<file path="src/hw/bsmc_pkg.sv">
package bsmc_pkg;
   // ==========================================================================
   // set-point coding
   // ==========================================================================
   localparam int unsigned SP_W         = 6;        // six set-point bits
   localparam int unsigned CODE_W       = 7;        // range bit plus set point
   localparam int unsigned RANGE_POS    = 6;        // range bit within a code
   localparam int unsigned MV_W         = 13;       // millivolt outputs, up to 8191
   localparam logic [12:0] LOW_BASE_MV  = 13'h0190; // 400 mV
   localparam logic [12:0] LOW_STEP_MV  = 13'h0019; // 25 mV
   localparam logic [12:0] HIGH_BASE_MV = 13'h0320; // 800 mV
   localparam logic [12:0] HIGH_STEP_MV = 13'h0032; // 50 mV
   localparam logic [12:0] HIGH_MAX_MV  = 13'h0ce4; // 3300 mV, codes above reserved

   // ==========================================================================
   // reset values
   // ==========================================================================
   localparam logic [5:0] NORMAL_SP_RST  = 6'h00;
   localparam logic [5:0] STANDBY_SP_RST = 6'h00;
   localparam logic [5:0] SLEEP_SP_RST   = 6'h00;
   localparam logic [3:0] SW_MODE_RST    = 4'h0;

   // ==========================================================================
   // switching-mode field encoding (four bits)
   // ==========================================================================
   localparam logic [3:0] SWM_OFF      = 4'h0;
   localparam logic [3:0] SWM_PWM      = 4'h1;
   localparam logic [3:0] SWM_PFM      = 4'h3;
   localparam logic [3:0] SWM_AUTO     = 4'h4;

   // ==========================================================================
   // operating states and switching outputs
   // ==========================================================================
   typedef enum logic [1:0] {
      BSMC_ST_NORMAL  = 2'h0,
      BSMC_ST_STANDBY = 2'h1,
      BSMC_ST_SLEEP   = 2'h2
   } bsmc_opstate_t;

   typedef enum logic [3:0] {
      BSMC_SW_OFF  = 4'h1,
      BSMC_SW_PWM  = 4'h2,
      BSMC_SW_PFM  = 4'h4,
      BSMC_SW_AUTO = 4'h8
   } bsmc_swmode_t;
endpackage : bsmc_pkg

</file>
<file path="src/hw/bsmc_code_to_mv.sv">
// ============================================================================
// set-point code to millivolt conversion
// ============================================================================
module bsmc_code_to_mv
(
   // code in
   input  wire logic [6:0]  code,
   // result
   output logic      [12:0] mv,
   output logic             reserved
);
   logic [12:0] sp_ext;

   // range bit picks base and step; six low bits scale the step
   always_comb
   begin
      sp_ext   = {7'h00, code[5:0]};
      reserved = 1'b0;
      if (code[bsmc_pkg::RANGE_POS])
      begin
         mv       = 13'(bsmc_pkg::HIGH_BASE_MV + 13'(sp_ext * bsmc_pkg::HIGH_STEP_MV));
         reserved = (mv > bsmc_pkg::HIGH_MAX_MV);
      end
      else
      begin
         mv = 13'(bsmc_pkg::LOW_BASE_MV + 13'(sp_ext * bsmc_pkg::LOW_STEP_MV));
      end
   end
endmodule : bsmc_code_to_mv

</file>
<file path="src/hw/bsmc_top.sv">
// Operation
// - A programmed config bit of 1 selects termination tracking mode, 0 regulator mode.
// - In termination tracking mode only fixed-frequency pulse-width switching is allowed.
// - In termination tracking mode the reference is half of companion buck A's output.
// - The range-select bit is read-only and comes from the programmed configuration.
// - With range 0 the set point maps to 0.400 V to 1.975 V in 25 mV steps.
// - With range 1 the set point maps to 0.800 V to 3.300 V in 50 mV steps.
// - Three independent six-bit set points serve normal, standby and sleep by state.
// - The initial range bit is copied into the standby and sleep set-point range bits.
// - In regulator mode a four-bit field picks off, pulse-frequency, automatic or pulse-width.
// - Set points and the mode field are written over the two-wire port; range and tracking mode come only from the programmed configuration.
module bsmc_top
(
   // clock and reset
   input  wire logic        sys_clk,
   input  wire logic        rst,
   // programmed configuration, stable from the fuse loader
   input  wire logic        programmed_regulator_config,
   input  wire logic        programmed_range_select,
   // register writes from the management port decoder
   input  wire logic        normal_setpoint_we,
   input  wire logic        standby_setpoint_we,
   input  wire logic        sleep_setpoint_we,
   input  wire logic        switch_mode_we,
   input  wire logic [6:0]  wr_data,
   // operating state from power control
   input  wire logic [1:0]  op_state,
   // companion buck a output in millivolts
   input  wire logic [12:0] companion_buck_a_mv,
   // register read-back
   output logic      [6:0]  output_voltage_register,
   output logic      [6:0]  standby_setpoint,
   output logic      [6:0]  sleep_setpoint,
   output logic      [3:0]  switch_mode_select,
   // regulator control
   output logic             termination_tracking_mode,
   output logic      [3:0]  switching_mode,
   output logic      [12:0] reference_mv,
   output logic             setpoint_reserved
);
   // =========================================================================
   // configuration capture
   // =========================================================================
   logic       tt_mode_q, tt_mode_d;
   logic       range_q, range_d;

   // straps are caught by the clock while reset is high, never by the reset itself
   always_comb
   begin
      tt_mode_d = tt_mode_q;
      range_d   = range_q;
      if (rst)
      begin
         tt_mode_d = programmed_regulator_config;
         range_d   = programmed_range_select;
      end
   end

   always_ff @(posedge sys_clk)
   begin
      tt_mode_q <= tt_mode_d;
      range_q   <= range_d;
   end

   // =========================================================================
   // set-point and mode registers
   // =========================================================================
   logic [5:0] normal_q, normal_d;
   logic [5:0] standby_q, standby_d;
   logic [5:0] sleep_q, sleep_d;
   logic [3:0] swm_q, swm_d;

   // set-point writes keep only the six low bits, mode writes the four low bits; bit 6 of the write is ignored
   always_comb
   begin
      normal_d  = normal_q;
      standby_d = standby_q;
      sleep_d   = sleep_q;
      swm_d     = swm_q;
      if (rst)
      begin
         normal_d  = bsmc_pkg::NORMAL_SP_RST;
         standby_d = bsmc_pkg::STANDBY_SP_RST;
         sleep_d   = bsmc_pkg::SLEEP_SP_RST;
         swm_d     = bsmc_pkg::SW_MODE_RST;
      end
      else
      begin
         if (normal_setpoint_we)
            normal_d = wr_data[5:0];
         if (standby_setpoint_we)
            standby_d = wr_data[5:0];
         if (sleep_setpoint_we)
            sleep_d = wr_data[5:0];
         if (switch_mode_we)
            swm_d = wr_data[3:0];
      end
   end

   always_ff @(posedge sys_clk)
   begin
      normal_q  <= normal_d;
      standby_q <= standby_d;
      sleep_q   <= sleep_d;
      swm_q     <= swm_d;
   end

   // =========================================================================
   // set-point selection and conversion
   // =========================================================================
   logic [5:0]  active_sp;
   logic [12:0] sp_mv;
   logic        sp_res;

   // one range bit shared by all three states
   always_comb
   begin
      unique case (op_state)
         2'(bsmc_pkg::BSMC_ST_STANDBY): active_sp = standby_q;
         2'(bsmc_pkg::BSMC_ST_SLEEP):   active_sp = sleep_q;
         default:                       active_sp = normal_q;
      endcase
   end

   bsmc_code_to_mv u_conv
   (
      .code     ({range_q, active_sp}),
      .mv       (sp_mv),
      .reserved (sp_res)
   );

   // =========================================================================
   // switching mode and reference
   // =========================================================================
   logic [3:0]  swmode_d, swmode_q;
   logic [12:0] ref_d, ref_q;
   logic        res_d, res_q;

   // unknown field codes fall back to pulse-width, the safe continuous mode
   always_comb
   begin
      if (tt_mode_q)
         swmode_d = bsmc_pkg::BSMC_SW_PWM;
      else
      begin
         unique case (swm_q)
            bsmc_pkg::SWM_OFF:  swmode_d = bsmc_pkg::BSMC_SW_OFF;
            bsmc_pkg::SWM_PFM:  swmode_d = bsmc_pkg::BSMC_SW_PFM;
            bsmc_pkg::SWM_AUTO: swmode_d = bsmc_pkg::BSMC_SW_AUTO;
            default:            swmode_d = bsmc_pkg::BSMC_SW_PWM;
         endcase
      end
      if (tt_mode_q)
      begin
         ref_d = {1'b0, companion_buck_a_mv[12:1]};
         res_d = 1'b0;
      end
      else
      begin
         ref_d = sp_mv;
         res_d = sp_res;
      end
   end

   always_ff @(posedge sys_clk)
   begin
      if (rst)
      begin
         swmode_q <= bsmc_pkg::BSMC_SW_OFF;
         ref_q    <= '0;
         res_q    <= 1'b0;
      end
      else
      begin
         swmode_q <= swmode_d;
         ref_q    <= ref_d;
         res_q    <= res_d;
      end
   end

   // =========================================================================
   // outputs, all from flip-flops
   // =========================================================================
   assign output_voltage_register   = {range_q, normal_q};
   assign standby_setpoint          = {range_q, standby_q};
   assign sleep_setpoint            = {range_q, sleep_q};
   assign switch_mode_select        = swm_q;
   assign termination_tracking_mode = tt_mode_q;
   assign switching_mode            = swmode_q;
   assign reference_mv              = ref_q;
   assign setpoint_reserved         = res_q;
endmodule : bsmc_top

</file>
<file path="config.mk">
export PLATFORM = sky130hd
export DESIGN_NAME = bsmc_top
export DESIGN_NICKNAME = d
export VERILOG_FILES = /design/src/hw/bsmc_pkg.sv /design/src/hw/bsmc_code_to_mv.sv /design/src/hw/bsmc_top.sv
export SDC_FILE = /design/constraint.sdc
export NUM_CORES = 1
export LEC_CHECK = 0
export ABC_AREA = 1
export BUFFER_PORTS_ARGS = -buffer_cell sky130_fd_sc_hd__buf_2
export CAP_MARGIN = 5
export CORE_MARGIN = 3
export CORE_UTILIZATION = 45
export CTS_CLUSTER_SIZE = 10
export DETAILED_ROUTE_END_ITERATION = 12
export GPL_TIMING_DRIVEN = 0
export PLACE_DENSITY_LB_ADDON = 0.2
export SLEW_MARGIN = 20
export SYNTH_ARGS = -nofsm -noshare
export SYNTH_HDL_FRONTEND = slang
export SYNTH_HIERARCHICAL = 1
export SYNTH_SLANG_ARGS = --single-unit
</file>
<file path="constraint.sdc">
create_clock -name sys_clk -period 3.8 [get_ports sys_clk]
set_input_delay 0.76 -clock sys_clk [delete_from_list [all_inputs] [get_ports sys_clk]]
set_output_delay 0.76 -clock sys_clk [all_outputs]
set_load 0.02 [all_outputs]
</file>
==> results.yml <==
clock_tree:
  htreeDepth: 2
  insertion_delay_ns: 0.30
  cts_sinks: 42
  cts_hold_buf: 0
  path_clk_slew_ns: 0.08
  clockRootBuffer: "clkbuf_8"
  cts_tree: "done"
  numCtsBuffers: 5
  clockBufferDepth: 2
route:
  drt_iter0_drc: 102
  firstDrtPassIters: 4
  via_per_inst: 4.933
  via_count: 2802
  ant_nets: 0
  drc_errors: 0
  avgRoutedWirePerCell_um: 12.99
  wl_um: 7376
timing:
  fin_crit_sh: 0.9738
  fmax_ghz: 0.2702
  worstMarginPinSlew_ns: 0.4013
  final-setup-viol-count: 0
  hold_viol: 0
  finalSetupTns_ns: 0
  rsz0062_at_grt: "yes"
  min_period_ns: 3.701
  max_slew_margin: 0.7325
  clock_skew_ns: 0.01500
  drv_slew: 0
flow_run:
  drv_cap: 0
power:
  p_sw_w: 0.0008148
  p_per_area_nw_per_um2: 506.3
  comb_power_share: 0.567
  p_clk_frac: 0.178
  p_leak_nw: 2.003
  p_seq_frac: 0.255
  peakVddDrop_mv: 0.2635
  switching_share: 0.4090
  p_int_w: 0.001177
synthesis:
  syn_nets: 480
  ys_warn_count: 6
  synth_area_leaders: "dfxtp_1 27%, ha_1 21%, nor2_1 11%"
  synth.largest_area_cell: "dfxtp_1"
  synth-edff-count: 2
  synth.distinct_cells: 28
  async_flop_share: 0
  ys_ff_latch: 42
  syn_avg_cell_area_um2: 7.307
  yosysTopAreaCellShare: 0.2747
  synth-seq-area-share: 0.2953
  synth_cells: 399
  syn_area_um2: 2915
  synth_flop_cell: "dfxtp_1"
setup_path:
  reg2reg_depth: 17
  worstReg2RegStart: "sleep_q[1]$_SDFFE_PP0P_"
  r2r_end: "reference_mv[11]$_SDFF_PP0_"
  cp.required_ns: 4.00
  cp.arrival_ns: 3.90
  ff2ff_setup_slack_ns: 0.68
  critPathLaunchType: "input port"
  end_kind: "register"
  worstPathMaxFanout: 7
  crit_type: "in -> reg"
floorplanning:
  dieArea_um2: 7481
  fp.coreArea_um2: 6096
  die_h_um: 86.49
  die_w_um: 86.49
  rows: 28
  start_util: 0.4782
  io_pins: 74
worst_hold_path:
  hold_path_end: "switch_mode_select[3]$_SDFFE_PP0P_"
  hold_start: "switch_mode_select[3]$_SDFFE_PP0P_"
  whs_path_depth: 2
  worstHoldPathType: "reg -> reg"
grt:
  grt_pass1_vias: 2584
  antenna_found_initial: 0
  grt_pass1_wl_um: 11560
  grt-ovfl-total: 0
  grt_max_degree: 14
  grt_use_total: 0.1936
placement:
  io_buffers: 71
  place_inst: 545
  hpwlAfterDp_um: 5590
  gp_congestion: 0.9521
layout:
  syn_to_final_growth_pct: 34.98
  diodes: 0
  nets: 573
  final_common_cell: "nor2_1"
  layout_common_cells: "80 x nor2_1, 71 x buf_2, 62 x nand2_1, 40 x dfxtp_1, 36 x inv_1"
  finalNonFillerCells: 568
  drive_above_1_share: 0.3428
run_status:
  status: "finished, final reports clean"
==> cells in the mapped netlist, drive strengths merged (2+ instances only) <==
master	n
nand3	14
clkbuf	2
xnor2	2
nand4	4
a21oi	21
buf	9
inv	45
ha	48
fa	3
o22ai	2
xor2	2
nor2	88
dfxtp	40
nand2	70
edfxtp	2
o21ai	43
==> power groups by stage <==
stage,Sequential (W),Clock [W],Combinational (W)
detailed placement,0.000516,0,0.000901
floorplan,0.000566,0,0.000639
finish,0.000508,0.000355,0.00113
CTS,0.000507,0.000365,0.000943
global route,0.000513,0.000378,0.00127
global placement,0.000515,0,0.000889
==> layer usage <==
metal | routed length, um | share of wire | GRT usage
met5 | 0 | 0 | 0
met4 | 77 | 0.010 | 0.05524
met3 | 407 | 0.055 | 0.04087
met2 | 3613 | 0.49 | 0.3296
met1 | 3277 | 0.44 | 0.2465
==> timing repair <==
| action | 4_1_cts | 5_1_grt |
|---|---|---|
| buffers inserted | 8 | 7 |
| gates cloned | 0 | 0 |
| resized for setup | 12 | 43 |
| pin swaps | 3 | 20 |
| endpoints found under the setup margin | 6 | 6 |
==> state kept, by name, summed over array words and instances (netlist names) <==
name                       cells
sleep_q                        6
standby_q                      6
switch_mode_select             4
reference_mv                  13
normal_q                       6
setpoint_reserved              1
range_q                        1
switching_mode                 4
termination_tracking_mode      1
==> area by class of cell <==
type	instances	area [um2]
plain buffers	11	93.84
clock inverters	2	37.54
well taps	75	93.84
multi-input cells	301	2132
fillers	536	2161
inverters	45	176.4
repair buffers	86	467.9
clock buffers	6	72.57
flip-flops and latches	42	860.8
==> logic make-up (layout without fill, tap and decap cells) <==
group,after synthesis,count (layout),share of synthesized area
xor gates and xnor gates,4,4,0.01460
AOI/OAI and AO/OA,68,68,0.1193
DFF,42,42,0.2953
adders and majority gates,51,51,0.2266
buffers and inverters,56,150,0.09099
and+or+nand+nor,178,178,0.2532
==> per-stage QoR <==
step	util	instance area, um2	worst slack, ns	hold WS [ns]	power, W
3_5_place_dp	0.5591	3408	-0.6029	0.4847	0.001418
3_3_place_gp	0.5591	3408	-0.5441	0.4815	0.001404
5_1_grt	0.6455	3935	-0.03766	0.5350	0.002164
2_1_floorplan	-	2959	0.03702	0.5540	0.001205
6_report	0.6455	3935	0.09950	0.4942	0.001992
4_1_cts	0.5952	3628	0.003402	0.4968	0.001814
==> worst max-delay path by stage <==
stage	depth (start not counted)	end	from
after detailed placement	24	reference_mv[11]$_SDFF_PP0_	op_state[0]
after CTS	24	reference_mv[11]$_SDFF_PP0_	op_state[0]
after floorplan	23	reference_mv[11]$_SDFF_PP0_	op_state[0]
final	21	reference_mv[11]$_SDFF_PP0_	op_state[0]
after global routing	21	reference_mv[10]$_SDFF_PP0_	op_state[0]
after global placement	24	reference_mv[11]$_SDFF_PP0_	op_state[0]
==> critical path, cell delays in order <==
cell,delay [ns]
buf_2,0.09
inv_1,0.06
ha_4,0.35
inv_6,0.07
nor2_4,0.08
a21oi_2,0.03
buf_4,0.16
ha_4,0.26
xnor2_2,0.14
ha_1,0.34
ha_4,0.26
ha_4,0.16
fa_2,0.36
nand3_2,0.08
nand3_2,0.07
nand2_1,0.10
nand2_1,0.07
a21oi_2,0.17
o21ai_2,0.08
o21ai_1,0.15
nor2_1,0.05
No activity file was read; power rests on OpenSTA's default activity.
